## src/core/gripper_pkg.sv

```systemverilog
package gripper_pkg;

   // ------------------------------------------------------------
   // Register map, output area (written) and input area (read)
   // ------------------------------------------------------------
   localparam logic [3:0] OUT_ACTION_ADDR   = 4'h0;
   localparam logic [3:0] OUT_TARGET_ADDR   = 4'h3;
   localparam logic [3:0] OUT_SPEED_ADDR    = 4'h4;
   localparam logic [3:0] OUT_FORCE_ADDR    = 4'h5;
   localparam logic [3:0] IN_STATE_ADDR     = 4'h0;
   localparam logic [3:0] IN_FAULT_ADDR     = 4'h2;
   localparam logic [3:0] IN_ECHO_ADDR      = 4'h3;
   localparam logic [3:0] IN_POSITION_ADDR  = 4'h4;
   localparam logic [3:0] IN_CURRENT_ADDR   = 4'h5;

   // ------------------------------------------------------------
   // Field positions
   // ------------------------------------------------------------
   localparam int ACT_BIT       = 0;
   localparam int GO_BIT        = 3;
   localparam int RELEASE_BIT   = 4;
   localparam int DIR_BIT       = 5;
   localparam int STA_LSB       = 4;
   localparam int OBJ_LSB       = 6;

   // ------------------------------------------------------------
   // Reset values
   // ------------------------------------------------------------
   localparam logic       ACT_RST    = 1'b1;
   localparam logic [7:0] TARGET_RST = 8'h00;
   localparam logic [7:0] SPEED_RST  = 8'h00;
   localparam logic [7:0] FORCE_RST  = 8'h00;

   // ------------------------------------------------------------
   // Codes
   // ------------------------------------------------------------
   localparam logic [3:0] FLT_NONE      = 4'h0;
   localparam logic [3:0] FLT_DELAYED   = 4'h5;
   localparam logic [3:0] FLT_NO_ACT    = 4'h7;
   localparam logic [3:0] FLT_RELEASING = 4'hB;
   localparam logic [3:0] FLT_RELEASED  = 4'hF;

   localparam logic [1:0] OBJ_MOVING = 2'h0;
   localparam logic [1:0] OBJ_OPEN   = 2'h1;
   localparam logic [1:0] OBJ_CLOSE  = 2'h2;
   localparam logic [1:0] OBJ_AT     = 2'h3;

   localparam logic [1:0] STA_RESET  = 2'h0;
   localparam logic [1:0] STA_BUSY   = 2'h1;
   localparam logic [1:0] STA_DONE   = 2'h3;

   localparam logic [7:0] POS_OPEN   = 8'h00;
   localparam logic [7:0] POS_CLOSED = 8'hFF;
   localparam logic [7:0] SPEED_SLOW = 8'h00;

   typedef enum logic [4:0] {
      st_reset      = 5'b00001,
      st_activating = 5'b00010,
      st_ready      = 5'b00100,
      st_releasing  = 5'b01000,
      st_released   = 5'b10000
   } grip_state_t;

endpackage

```

## src/core/motion_if.sv

```systemverilog
`timescale 1ns/1ps
interface motion_if;
   logic       run;
   logic [7:0] target;
   logic [7:0] speed;
   logic [7:0] position;
   logic       step;
   logic       dir;
   logic       at_target;

   modport ctrl  (output run, target, speed, position, input step, dir, at_target);
   modport drive (input run, target, speed, position, output step, dir, at_target);
endinterface

```

## src/core/finger_drive.sv

```systemverilog
`timescale 1ns/1ps
module finger_drive
   import gripper_pkg::*;
(
   input  wire logic clk_in,   // System clock
   input  wire logic rstn_in,  // Async reset, active low
   motion_if.drive   mif       // Motion request and step output
);
   logic [7:0] phase_q;
   logic [8:0] phase_sum;
   logic       step_q;
   logic       dir_q;

   // Speed scales the step rate; code 0x00 still crawls
   assign phase_sum     = {1'b0, phase_q} + {1'b0, mif.speed} + 9'h001;
   assign mif.at_target = (mif.position == mif.target);
   assign mif.step      = step_q;
   assign mif.dir       = dir_q;

   always_ff @(posedge clk_in or negedge rstn_in) begin
      if (!rstn_in) begin
         phase_q <= 8'h00;
         step_q  <= 1'b0;
         dir_q   <= 1'b0;
      end else begin
         phase_q <= mif.run ? phase_sum[7:0] : 8'h00;
         // Encoder answers a cycle late, so only one step in flight at a time
         step_q  <= mif.run && !mif.at_target && !step_q && phase_sum[8];
         dir_q   <= (mif.target > mif.position);
      end
   end
endmodule // finger_drive

```

## src/core/gripper_command_registers.sv

```systemverilog
`timescale 1ns/1ps
// Functional notes
// - Activate bit 1 starts activation; 0 resets gripper and clears non-major faults.
// - Rising activate starts finger motion for activation without go-to.
// - After power-up activate reads set; needs clear then set to operate.
// - Controller keeps activate high; all other actions refused while low.
// - Only activation and release move fingers without the go-to bit.
// - Release drives slowly to the limit, then faults and blocks motion.
// - Release overrides go-to and settings; only activate overrides release.
// - Direction bit 0 closes, 1 opens; latched when release starts.
// - Byte 3 is target position, 0x00 open to 0xFF closed.
// - Speed byte acts in real time; writing it never starts motion.
// - Force byte caps current; exceeding it in go-to motion stops fingers, flags object.
// - Bytes numbered from zero; fixed output and input byte layouts.
// - Major fault held until rising edge of activate bit.
// - Force zero disables re-grasp; non-zero force enables it.
module gripper_command_registers
   import gripper_pkg::*;
(
   input  wire logic       clk_in,          // 40 MHz system clock
   input  wire logic       rstn_in,         // Async reset, active low
   input  wire logic       wr_en_in,        // Write strobe, output area
   input  wire logic       rd_en_in,        // Read strobe, input area
   input  wire logic [3:0] addr_in,         // Byte number 0..15
   input  wire logic [7:0] wdata_in,        // Write data
   input  wire logic [7:0] position_in,     // Encoder finger position
   input  wire logic [7:0] current_in,      // Motor current reading
   input  wire logic       limit_in,        // Mechanical limit switch pin
   output logic      [7:0] rdata_out,       // Read data
   output logic            rvalid_out,      // Read data valid pulse
   output logic            motor_step_out,  // Step pulse to motor stage
   output logic            motor_dir_out,   // 1 closes, 0 opens
   output logic            motor_on_out,    // Motor stage enabled
   output logic      [7:0] current_cap_out  // Current ceiling to motor stage
);

   // ------------------------------------------------------------
   // Output area
   // ------------------------------------------------------------
   logic        act_q, act_prev_q, go_q, rel_q, dir_q;
   logic [7:0]  target_q, speed_q, force_q;
   logic        limit_m_q, limit_s_q;
   grip_state_t state_q, state_d;
   logic [3:0]  fault_q, fault_d;
   logic [1:0]  obj_q, obj_d;
   logic        rel_dir_q, contact_q, contact_d;
   logic [7:0]  rdata_q, rd_mux;
   logic        rvalid_q, motor_on_q;
   motion_if    mif ();

   wire wr_action = wr_en_in && (addr_in == OUT_ACTION_ADDR);
   wire wr_target = wr_en_in && (addr_in == OUT_TARGET_ADDR);
   wire wr_speed  = wr_en_in && (addr_in == OUT_SPEED_ADDR);
   wire wr_force  = wr_en_in && (addr_in == OUT_FORCE_ADDR);

   // Only activate, go, release and direction are kept; other bits dropped
   always_ff @(posedge clk_in or negedge rstn_in) begin
      if (!rstn_in) begin
         act_q    <= ACT_RST;
         go_q     <= 1'b0;
         rel_q    <= 1'b0;
         dir_q    <= 1'b0;
         target_q <= TARGET_RST;
         speed_q  <= SPEED_RST;
         force_q  <= FORCE_RST;
      end else begin
         if (wr_action) begin
            act_q <= wdata_in[ACT_BIT];
            go_q  <= wdata_in[GO_BIT];
            rel_q <= wdata_in[RELEASE_BIT];
            dir_q <= wdata_in[DIR_BIT];
         end
         if (wr_target) target_q <= wdata_in;
         if (wr_speed)  speed_q  <= wdata_in;
         if (wr_force)  force_q  <= wdata_in;
      end
   end

   // ------------------------------------------------------------
   // Limit pin synchroniser and activate edge
   // ------------------------------------------------------------
   always_ff @(posedge clk_in or negedge rstn_in) begin
      if (!rstn_in) begin
         limit_m_q  <= 1'b0;
         limit_s_q  <= 1'b0;
         act_prev_q <= ACT_RST;
      end else begin
         limit_m_q  <= limit_in;
         limit_s_q  <= limit_m_q;
         act_prev_q <= act_q;
      end
   end

   // Previous value resets high, so the power-up set bit gives no edge
   wire act_rise = act_q && !act_prev_q;
   wire major    = (fault_q == FLT_RELEASING) || (fault_q == FLT_RELEASED);
   // Switch alone misleads: it still reads set at the stop being left
   wire at_stop  = limit_s_q && mif.at_target;

   // ------------------------------------------------------------
   // Sequencer
   // ------------------------------------------------------------
   always_comb begin
      state_d = state_q;
      if (!act_q) begin
         state_d = st_reset;
      end else begin
         case (state_q)
            st_reset:      if (act_rise) state_d = st_activating;
            st_activating: if (rel_q) state_d = st_releasing;
                           else if (at_stop) state_d = st_ready;
            st_ready:      if (rel_q) state_d = st_releasing;
            st_releasing:  if (at_stop) state_d = st_released;
            st_released:   state_d = st_released;
            default:       state_d = st_reset;
         endcase
      end
   end

   // Direction is latched on entry only; later writes must not steer it
   wire rel_start = (state_d == st_releasing) && (state_q != st_releasing);

   // Major codes survive a low activate and clear only on its rising edge
   always_comb begin
      fault_d = fault_q;
      if (act_rise) begin
         fault_d = FLT_NONE;
      end else if (!act_q) begin
         if (!major) fault_d = go_q ? FLT_NO_ACT : FLT_NONE;
      end else if (rel_start) begin
         fault_d = FLT_RELEASING;
      end else if (state_q == st_releasing && at_stop) begin
         fault_d = FLT_RELEASED;
      end else if (!major) begin
         fault_d = (state_q == st_activating && go_q) ? FLT_DELAYED : FLT_NONE;
      end
   end

   always_ff @(posedge clk_in or negedge rstn_in) begin
      if (!rstn_in) begin
         state_q   <= st_reset;
         fault_q   <= FLT_NONE;
         rel_dir_q <= 1'b0;
      end else begin
         state_q <= state_d;
         fault_q <= fault_d;
         if (rel_start) rel_dir_q <= dir_q;
      end
   end

   // ------------------------------------------------------------
   // Motion selection
   // ------------------------------------------------------------
   // Go-to keeps the motor on at the target; it drops on contact or go low

   wire goto_active = (state_q == st_ready) && go_q;
   wire over_limit  = (current_in > force_q);
   wire releasing   = (state_q == st_releasing);

   // Release target: direction 0 closes, 1 opens
   assign mif.run = (state_q == st_activating) || releasing
                    || (goto_active && !contact_q);
   assign mif.target = releasing ? (rel_dir_q ? POS_OPEN : POS_CLOSED)
                     : (state_q == st_activating) ? POS_OPEN : target_q;
   assign mif.speed    = releasing ? SPEED_SLOW : speed_q;
   assign mif.position = position_in;

   finger_drive u_drive (
      .clk_in  (clk_in),
      .rstn_in (rstn_in),
      .mif     (mif)
   );

   // Contact stop; re-grasp resumes once current drops, unless force is 0
   always_comb begin
      contact_d = contact_q;
      if (!goto_active || wr_action) begin
         contact_d = 1'b0;
      end else if (over_limit && !mif.at_target) begin
         contact_d = 1'b1;
      end else if (contact_q && force_q != 8'h00 && !mif.at_target) begin
         contact_d = 1'b0;
      end
   end

   always_comb begin
      obj_d = OBJ_MOVING;
      if (goto_active) begin
         if (mif.at_target) obj_d = OBJ_AT;
         else if (contact_q) obj_d = mif.dir ? OBJ_CLOSE : OBJ_OPEN;
      end
   end

   always_ff @(posedge clk_in or negedge rstn_in) begin
      if (!rstn_in) begin
         contact_q   <= 1'b0;
         obj_q       <= OBJ_MOVING;
         motor_on_q  <= 1'b0;
      end else begin
         contact_q   <= contact_d;
         obj_q       <= obj_d;
         motor_on_q  <= mif.run;
      end
   end

   // ------------------------------------------------------------
   // Input area read port
   // ------------------------------------------------------------
   wire [1:0] sta = (state_q == st_activating) ? STA_BUSY
                  : (state_q == st_ready) ? STA_DONE : STA_RESET;
   wire [7:0] state_byte = ({6'h00, obj_q} << OBJ_LSB) | ({6'h00, sta} << STA_LSB)
                         | ({7'h00, go_q} << GO_BIT) | ({7'h00, act_q} << ACT_BIT);

   always_comb begin
      case (addr_in)
         IN_STATE_ADDR:    rd_mux = state_byte;
         IN_FAULT_ADDR:    rd_mux = {4'h0, fault_q};
         IN_ECHO_ADDR:     rd_mux = target_q;
         IN_POSITION_ADDR: rd_mux = position_in;
         IN_CURRENT_ADDR:  rd_mux = current_in;
         default:          rd_mux = 8'h00;
      endcase
   end

   always_ff @(posedge clk_in or negedge rstn_in) begin
      if (!rstn_in) begin
         rdata_q  <= 8'h00;
         rvalid_q <= 1'b0;
      end else begin
         rvalid_q <= rd_en_in;
         if (rd_en_in) rdata_q <= rd_mux;
      end
   end

   assign rdata_out       = rdata_q;
   assign rvalid_out      = rvalid_q;
   assign motor_step_out  = mif.step;
   assign motor_dir_out   = mif.dir;  // Same flop edge as each step
   assign motor_on_out    = motor_on_q;
   assign current_cap_out = force_q;
endmodule // gripper_command_registers

```

## config.mk

```make
export PLATFORM = sky130hd
export DESIGN_NAME = gripper_command_registers
export DESIGN_NICKNAME = d
export VERILOG_FILES = /design/src/core/gripper_pkg.sv /design/src/core/motion_if.sv /design/src/core/finger_drive.sv /design/src/core/gripper_command_registers.sv
export SDC_FILE = /design/constraint.sdc
export NUM_CORES = 1
export LEC_CHECK = 0
export ABC_AREA = 1
export BUFFER_PORTS_ARGS = -buffer_cell sky130_fd_sc_hd__buf_2
export CAP_MARGIN = 20
export CELL_PAD_IN_SITES_DETAIL_PLACEMENT = 0
export CELL_PAD_IN_SITES_GLOBAL_PLACEMENT = 1
export CORE_MARGIN = 5
export CORE_UTILIZATION = 42
export CTS_CLUSTER_SIZE = 28
export DETAILED_ROUTE_END_ITERATION = 10
export GPL_ROUTABILITY_DRIVEN = 1
export PLACE_DENSITY = 0.8
export SLEW_MARGIN = 20
export SYNTH_ARGS = -nofsm -noshare
export SYNTH_HDL_FRONTEND = slang
export SYNTH_SLANG_ARGS = --single-unit
```

## constraint.sdc

```tcl
create_clock -name clk_in -period 2.8 [get_ports clk_in]
set_input_delay 0.56 -clock clk_in [delete_from_list [all_inputs] [get_ports clk_in]]
set_output_delay 0.56 -clock clk_in [all_outputs]
set_load 0.02 [all_outputs]
```

==> impl_results.md, run 1 <==
- Routed wl met2: 4200 um
- Critical Path AT: 2.72 ns
- Final Routed Wirelength: 8880 um
- Top cell types by occurrence after synthesis: 122 x nand2_1, 61 x dfrtp_1, 60 x inv_1, 49 x o21ai_0, 34 x nor2_1
- Setup Slack @ Placement: 0.213 ns
- Metal-1 WL: 4260 um
- # nets final: 562
- Clock Latency Late Sink: 0.34 ns
- R2R depth: 16
- CTS tree: built
- Minimum clock period: 2.51 ns
- Antenna violations before repair: 0
- Sequential area share after synthesis: 0.448
- Post_cts resized: 0
- Share of post-route cells with drive strength above 1: 0.194
- Register-to-register setup slack: 0.29 ns
- Clock Path Buffers: 2
- Storage element area: 1610 um^2
- Setup crit end kind: flop
- Number of diodes: 0
- Critical path destination: fault_q[0]
- I/O pins: 53
- Number of global-route vias before repair: 3028
- Layout area overhead: 17.0%
- Die ar.: 10500 um^2
- DR top layer: met4
- Via Count: 3081
- Leak Pwr: 2.17 nW
- Yosys top cell area share: 0.426
- Final Hold Vio Count: 0
- Max-Cap Viols: 0
- DRC: 0
- Die Y: 102 um
- Number of synthesized flops with an enable pin: 0
- Fin Hold WS: 0.206 ns
- Max FO, Critical Path: 8
- Startpoint types: flop
- Pin count of the biggest net entering global routing: 25
- Initial Util: 0.434
- Area of the multi-input gates: 1710 um^2
- PD cells: 625 nW/um^2
- Asr flop ratio synth: 1.00
- Via/cell ratio: 5.02
- Worst vdd ir: 0.345 mV
- Critical path type: reg2reg
- Most common cell in the synthesized netlist: nand2_1
- Synth Flop Type: dfrtp_1
- Yosys reg bits: 64
- Tcrit/Tclk final: 0.896
- Worst Slack Setup Final: 0.290 ns
- Setup crit start: state_q[1]
- RR Endpoint: fault_q[0]
- Core Region: 8260 um^2
- Hold buffer count at cts: 0
- Clock root buffer master: clkbuf_8
- Status: finished, final reports clean
- Final Util: 0.508
- Synthesized area per cell: 8.09 um^2
- Slew margin rel.: 0.626
- Hpwl dp: 7110 um
- Port Buffer Count: 52
- Yosys warns: 0
- Postcts setup bufs: 0
- Fmax: 0.398 GHz
- DRT Pass-1 Iters: 5
- GRT overflow: 0
- Pins Over Slew Limit: 0
- H-tree depth: 3
- Synth unique cells: 38
- Top cells by area, synth: dfrtp_1 43%, nand2_1 13%, ha_1 8.4%
- Clock Pin Slew Worst Setup and Hold Paths: 0.08 ns
- Clock sinks: 64
- Measured slew at the worst slew-check pin: 0.561 ns
- Die X: 102 um
- Initial DRC count: 146
- Final Setup Violations: 0
- Biggest area consumer among synthesized cells: dfrtp_1
- Site Rows: 33
- DRT antenna net count: 0
- Synthesized area: 3580 um^2
- R2R Path Start: state_q[1]
- Critical Path RT: 3.01 ns
- Global Route Usage Sum: 0.183
- Fin Clk Skew: 0.0111 ns
- RePlAce Congestion: 0.858
- Synth Instances: 443
- First-pass GRT wire length: 14900 um
- Synth Net Count: 501
- Hold Path Class: in2async
- Fillcell total: 858
- WL met3: 358 um
- CTS Buf Count: 9
- Post-DR wirelength/cell: 14.5 um
-- critical path: stages (launching register included) --
cell	delay [ns]
dfrtp_1	0.43
nor2_4	0.16
nand4_4	0.18
nand2_2	0.14
inv_2	0.08
nand2_1	0.06
nand2_1	0.06
ha_1	0.29
nand2_1	0.09
nor2_2	0.16
nand3_1	0.16
inv_1	0.11
nand2_1	0.10
nand3_1	0.11
nand2_1	0.08
inv_1	0.09
nand3_1	0.08
-- power breakdown --
group	internal, mW	leakage, nW	switching [mW]	total [mW]
Clock	0.525	0.106	0.377	0.902
Sequential	1.05	0.833	0.101	1.15
Combinational	0.207	1.23	0.362	0.569
-- sequential cells by signal, indices dropped and copies added (netlist names), 2 cells and up --
signal           flops
current_cap_out      8
rdata_out            8
speed_q              8
target_q             8
u_drive.phase_q      8
state_q              5
fault_q              4
obj_q                2
-- per-stage QoR --
| stage | instance area (um^2) | setup TNS [ns] | cells | power (mW) |
|---|---|---|---|---|
| 2_1_floorplan | 3580 | 0 | 443 | 1.53 |
| 3_3_place_gp | 3970 | 0 | 598 | 1.72 |
| 3_5_place_dp | 3970 | 0 | 598 | 1.74 |
| 4_1_cts | 4190 | 0 | 614 | 2.64 |
| 5_1_grt | 4190 | -0.0153 | 614 | 2.79 |
| 6_report | 4190 | 0 | 614 | 2.62 |
-- kinds of logic after synthesis --
family,Yosys count,share of synthesized area
compound gates,95,0.152
xor+xnor,1,0.00244
fa+ha+maj,25,0.0894
buf+inv,70,0.0761
flops,64,0.448
simple gates,188,0.233
-- layout make-up --
type                       instances  share of cell area
tap                              105              0.0313
inverter                          66              0.0591
sequential                        64               0.383
timing repair buffer              54              0.0656
clock inverter                     5              0.0191
multi-input combinational        309               0.408
clock buffer                      11              0.0337
-- worst min-delay path by stage --
stage                          from            to  slack (ns)  cells after the start
final                       rstn_in  rdata_out[3]        0.21                      1
after global routing        rstn_in  rdata_out[5]        0.23                      1
after CTS                   rstn_in  rdata_out[3]        0.20                      1
after detailed placement  limit_m_q     limit_s_q        0.34                      0
after global placement    limit_m_q     limit_s_q        0.34                      0
after floorplan             rstn_in     contact_q        0.26                      0
-- routing by layer --
layer | global-route usage | up-vias
met5 | 0 | -
met4 | 0.0454 | 0
met3 | 0.0375 | 6
met2 | 0.300 | 62
met1 | 0.250 | 1442
li1 | - | 1571
-- cells in the final DEF (no fill, tap or decap), types with 2 or more instances in the layout --
cell type,n
nor2_2,3
o21ai_2,2
bufinv_16,2
o21ai_0,49
o2111ai_1,4
nand2_1,121
nor2_1,32
nand2_2,2
nor3_2,2
inv_1,60
nor2_4,3
ha_1,24
buf_2,52
nand3_2,2
dfrtp_1,61
inv_2,6
o211ai_1,2
nand4_1,4
clkbuf_8,10
dfstp_2,3
nor3_1,3
buf_4,2
nand3_1,12
a21oi_2,2
clkinvlp_4,2
a21oi_1,28
Power figures use the tool's default switching activity.
==> run 2, diff against run 1 <==
CORE_UTILIZATION = 44   (was 42)
CTS_BUF_LIST = sky130_fd_sc_hd__clkbuf_4 sky130_fd_sc_hd__clkbuf_8   (was unset)
PLACE_DENSITY = 0.83   (was 0.8)
==> impl_results.md, run 2 (same netlist as run 1, synthesis figures left out) <==
- Max stage delay on crit path: 0.57 ns
- Port Buffer Count: 52
- DRC: 0
- DRT Pass-1 Iters: 4
- # nets final: 561
- RR Endpoint: fault_q[0]
- Die X: 100 um
- Share of post-route cells with drive strength above 1: 0.195
- Via Count: 3078
- Site Rows: 33
- Antenna violations before repair: 0
- Fillcell total: 826
- Die Y: 100 um
- R2R depth: 15
- Slew margin rel.: 0.674
- Most frequent cells in the layout: 122 x nand2_1, 61 x dfrtp_1, 58 x inv_1
- Clock Path Buffers: 2
- Most common cell after layout, fill and taps aside: nand2_1
- CTS Buf Count: 9
- Measured slew at the worst slew-check pin: 0.488 ns
- Startpoint types: flop
- Clock sinks: 64
- First-pass GRT wire length: 14800 um
- Initial Util: 0.443
- Fmax: 0.399 GHz
- Minimum clock period: 2.51 ns
- Worst vdd ir: 0.367 mV
- PD cells: 646 nW/um^2
- CP cell instances: nor2_4, nand4_4, nand2_1, inv_2, a21oi_1, ha_1, nand2_1, nor2_1, nand3_1, inv_1, nand2_1, nand3_1, nand2_1, inv_1, nand3_1
- Setup crit end kind: flop
- Final Setup Violations: 0
- Number of global-route vias before repair: 3047
- CTS tree: built
- RePlAce Congestion: 0.895
- Critical Path RT: 3.02 ns
- Unrepaired setup endpoints after global routing: no
- Global Route Usage Sum: 0.188
- Via/cell ratio: 5.02
- Hpwl dp: 6790 um
- Final Routed Wirelength: 8830 um
- GRT overflow: 0
- Clock Latency Late Sink: 0.35 ns
- Hold Path Class: in2async
- Fin Clk Skew: 0.00802 ns
- Number of diodes: 0
- Pins Over Slew Limit: 0
- Postcts setup bufs: 0
- I/O pins: 53
- Max-Cap Viols: 0
- R2R Path Start: state_q[0]
- Status: finished, final reports clean
- Crit-path most repeated cell: nand2_1
- Leak Pwr: 2.18 nW
- Clock Pin Slew Worst Setup and Hold Paths: 0.08 ns
- Tcrit/Tclk final: 0.895
- Final Hold Vio Count: 0
- Core Region: 8090 um^2
- DRT antenna net count: 0
- Max FO, Critical Path: 8
- Post-DR wirelength/cell: 14.4 um
- Setup_tns: 0 ns
- Die ar.: 10000 um^2
- Slowest CP cell: dfstp_2
- Layout area overhead: 17.9%
- Pin count of the biggest net entering global routing: 65
- H-tree depth: 3
- Critical Path AT: 2.72 ns
- Initial DRC count: 113
- Critical path type: reg2reg
- Final Util: 0.522
- Register-to-register setup slack: 0.29 ns
- Clock root buffer master: clkbuf_8
[run 2: what timing repair did]
item / CTS / global route
endpoints found under the setup margin: 0 / 4
gates resized for setup: 0 / 3
hold buffers: 0 / 0
[run 2: final cells by class]
cell class	instances	area, um^2	area share
Clock buffer	10	138	0.0326
Clock inverter	6	115	0.0272
Inverter	66	248	0.0586
Multi-Input combinational cell	309	1710	0.404
Sequential cell	64	1610	0.380
Tap cell	105	131	0.0311
Timing Repair Buffer	53	280	0.0663
[run 2: how the worst max path moves through the flow]
stage	from	end	slack [ns]	depth (start not counted)
after global routing	state_q[1]	fault_q[0]	0.004	16
final	state_q[0]	fault_q[0]	0.29	15
after CTS	state_q[4]	fault_q[0]	0.20	16
after floorplan	state_q[3]	fault_q[0]	0.55	16
after detailed placement	state_q[4]	fault_q[0]	0.23	16
after global placement	state_q[1]	fault_q[0]	0.34	16
[run 2: power by group]
group / internal [mW] / total, mW / switching [mW]
clock: 0.620 / 1.01 / 0.386
combinational: 0.209 / 0.572 / 0.363
sequential: 1.05 / 1.15 / 0.102
[run 2: worst max-delay path, delay by kind of cell (launching register included)]
kind                     cells  cell delay [ns]
AND/OR/NAND/NOR             10             1.09
flip-flops                   1             0.57
buffers and inverters        3             0.34
adder cells (fa/ha/maj)      1             0.28
AO/OA/AOI/OAI                1             0.11
[run 2: per-stage QoR]
step                      instance area (um^2)  power (mW)  hold slack, ns  std cells  setup slack, ns
after global placement                    3970        1.72           0.338        597            0.341
after detailed placement                  3970        1.74           0.340        597            0.226
final                                     4230        2.73           0.197        613            0.293
after CTS                                 4220        2.75           0.218        613            0.204
after floorplan                           3580        1.53           0.264        443            0.553
after global routing                      4230        2.88           0.233        613          0.00375
[run 2: metal layers]
metal / GRT usage / share of wire
met5: 0 / 0
met4: 0.0518 / 0.017
met3: 0.0445 / 0.042
met2: 0.309 / 0.47
met1: 0.250 / 0.47
==> run 3, diff against run 2 <==
CELL_PAD_IN_SITES_DETAIL_PLACEMENT = 1   (was 0)
CELL_PAD_IN_SITES_GLOBAL_PLACEMENT = 2   (was 1)
CORE_UTILIZATION = 35   (was 44)
==> impl_results.md, run 3 (same netlist as run 1, synthesis figures left out) <==
- DRT Pass-1 Iters: 4
- Leak Pwr: 2.18 nW
- Placed Area: 4000 um^2
- Core Region: 10100 um^2
- Worst Slack Setup Final: 0.262 ns
- Total Power: 2.74 mW
- DR top layer: met4
- Fin Hold WS: 0.317 ns
- GRT overflow: 0
- Fin Clk Skew: 0.0123 ns
- Hpwl dp: 7980 um
- Setup_tns: 0 ns
- PD cells: 645 nW/um^2
- Post-Place Cells: 628
- Port Buffer Count: 52
- Die Y: 111 um
- Layout area overhead: 18.8%
- Hold buffer count at cts: 0
- Die X: 111 um
- Post_cts resized: 0
- Number of global-route vias before repair: 3311
- DRT antenna net count: 0
- Postcts setup bufs: 0
- Via Count: 3127
- Clock sinks: 64
- Slew margin rel.: 0.448
- Pin count of the biggest net entering global routing: 65
- Minimum clock period: 2.54 ns
- Metal-1 WL: 4920 um
- Clock Pin Slew Worst Setup and Hold Paths: 0.07 ns
- Final Routed Wirelength: 10100 um
- Number of diodes: 0
- Startpoint types: flop
- Critical Path RT: 3.02 ns
- Unrepaired setup endpoints after global routing: no
- Hold Path Class: in2reg
- Max-Cap Viols: 0
- Critical path type: reg2reg
- WL met3: 241 um
- Global Route Usage Sum: 0.172
- RePlAce Congestion: 0.862
- Final Hold Vio Count: 0
- Antenna violations before repair: 0
- Fin cells: 644
- Routed wl met2: 4870 um
- Site Rows: 37
- Share of post-route cells with drive strength above 1: 0.197
- Initial DRC count: 108
- Pins Over Slew Limit: 0
- Post-DR wirelength/cell: 15.7 um
- Measured slew at the worst slew-check pin: 0.828 ns
- Critical Path AT: 2.76 ns
- Status: finished, final reports clean
- Clock Latency Late Sink: 0.35 ns
- Most frequent cells in the layout: 122 x nand2_1, 61 x dfrtp_1, 60 x inv_1
- # nets final: 561
- First-pass GRT wire length: 17000 um
- Final Util: 0.420
- Most common cell after layout, fill and taps aside: nand2_1
- CTS Buf Count: 9
- Setup Slack @ Placement: 0.217 ns
- Design Area, Final: 4260 um^2
- CTS tree: built
- Clock root buffer master: clkbuf_8
- Final Setup Violations: 0
- H-tree depth: 3
- Via/cell ratio: 4.86
- Setup crit end kind: flop
- Max FO, Critical Path: 8
- Clock Path Buffers: 2
- Fmax: 0.394 GHz
- DRC: 0
- Worst vdd ir: 0.256 mV
- I/O pins: 53
- Tcrit/Tclk final: 0.906
- Die ar.: 12400 um^2
- Initial Util: 0.353
run 3: cell count changes in the layout (fill, tap and decap cells not counted), sizes merged:
cell / before / now
clkbuf: 10 / 11
clkinv: 1 / 2
clkinvlp: 1 / 0
inv: 67 / 66
run 3: layout make-up:
type	count	area, um^2
Fill cell	1231	5880
Multi-Input combinational cell	309	1720
Sequential cell	64	1610
Timing Repair Buffer	53	268
Inverter	66	248
Tap cell	136	170
Clock buffer	11	145
Clock inverter	5	104
run 3: critical path: stages (launching register included):
cell,delay (ns)
dfrtp_1,0.38
inv_1,0.21
nand4_4,0.20
nand2_1,0.17
inv_2,0.10
nand2_1,0.07
nand2_1,0.05
ha_1,0.29
nand2_1,0.09
nor2_2,0.17
nand3_2,0.12
inv_1,0.09
nand2_1,0.10
nand3_1,0.11
nand2_1,0.09
inv_1,0.10
nand3_1,0.07
run 3: path summary, 6_finish.rpt:
| kind | start | to | slack, ns | cells past startpoint |
|---|---|---|---|---|
| setup / recovery | state_q[4] | fault_q[0] | 0.26 | 16 |
| hold / removal | limit_in | limit_m_q | 0.32 | 1 |
| setup reg to reg | state_q[4] | fault_q[0] | 0.26 | 16 |
| hold reg to reg | limit_m_q | limit_s_q | 0.36 | 0 |
| max in group asynchronous | rstn_in | current_cap_out[2] | 1.86 | 2 |
| min in group asynchronous | rstn_in | rdata_out[2] | 0.37 | 2 |
run 3: power by group:
group | leakage (nW) | switching, mW | internal, mW
Clock | 0.127 | 0.376 | 0.626
Sequential | 0.833 | 0.106 | 1.05
Combinational | 1.22 | 0.379 | 0.209
run 3: metal layers:
layer | vias to the layer above | track usage
li1 | 1571 | -
met1 | 1506 | 0.232
met2 | 41 | 0.278
met3 | 9 | 0.0344
met4 | 0 | 0.0535
met5 | - | 0
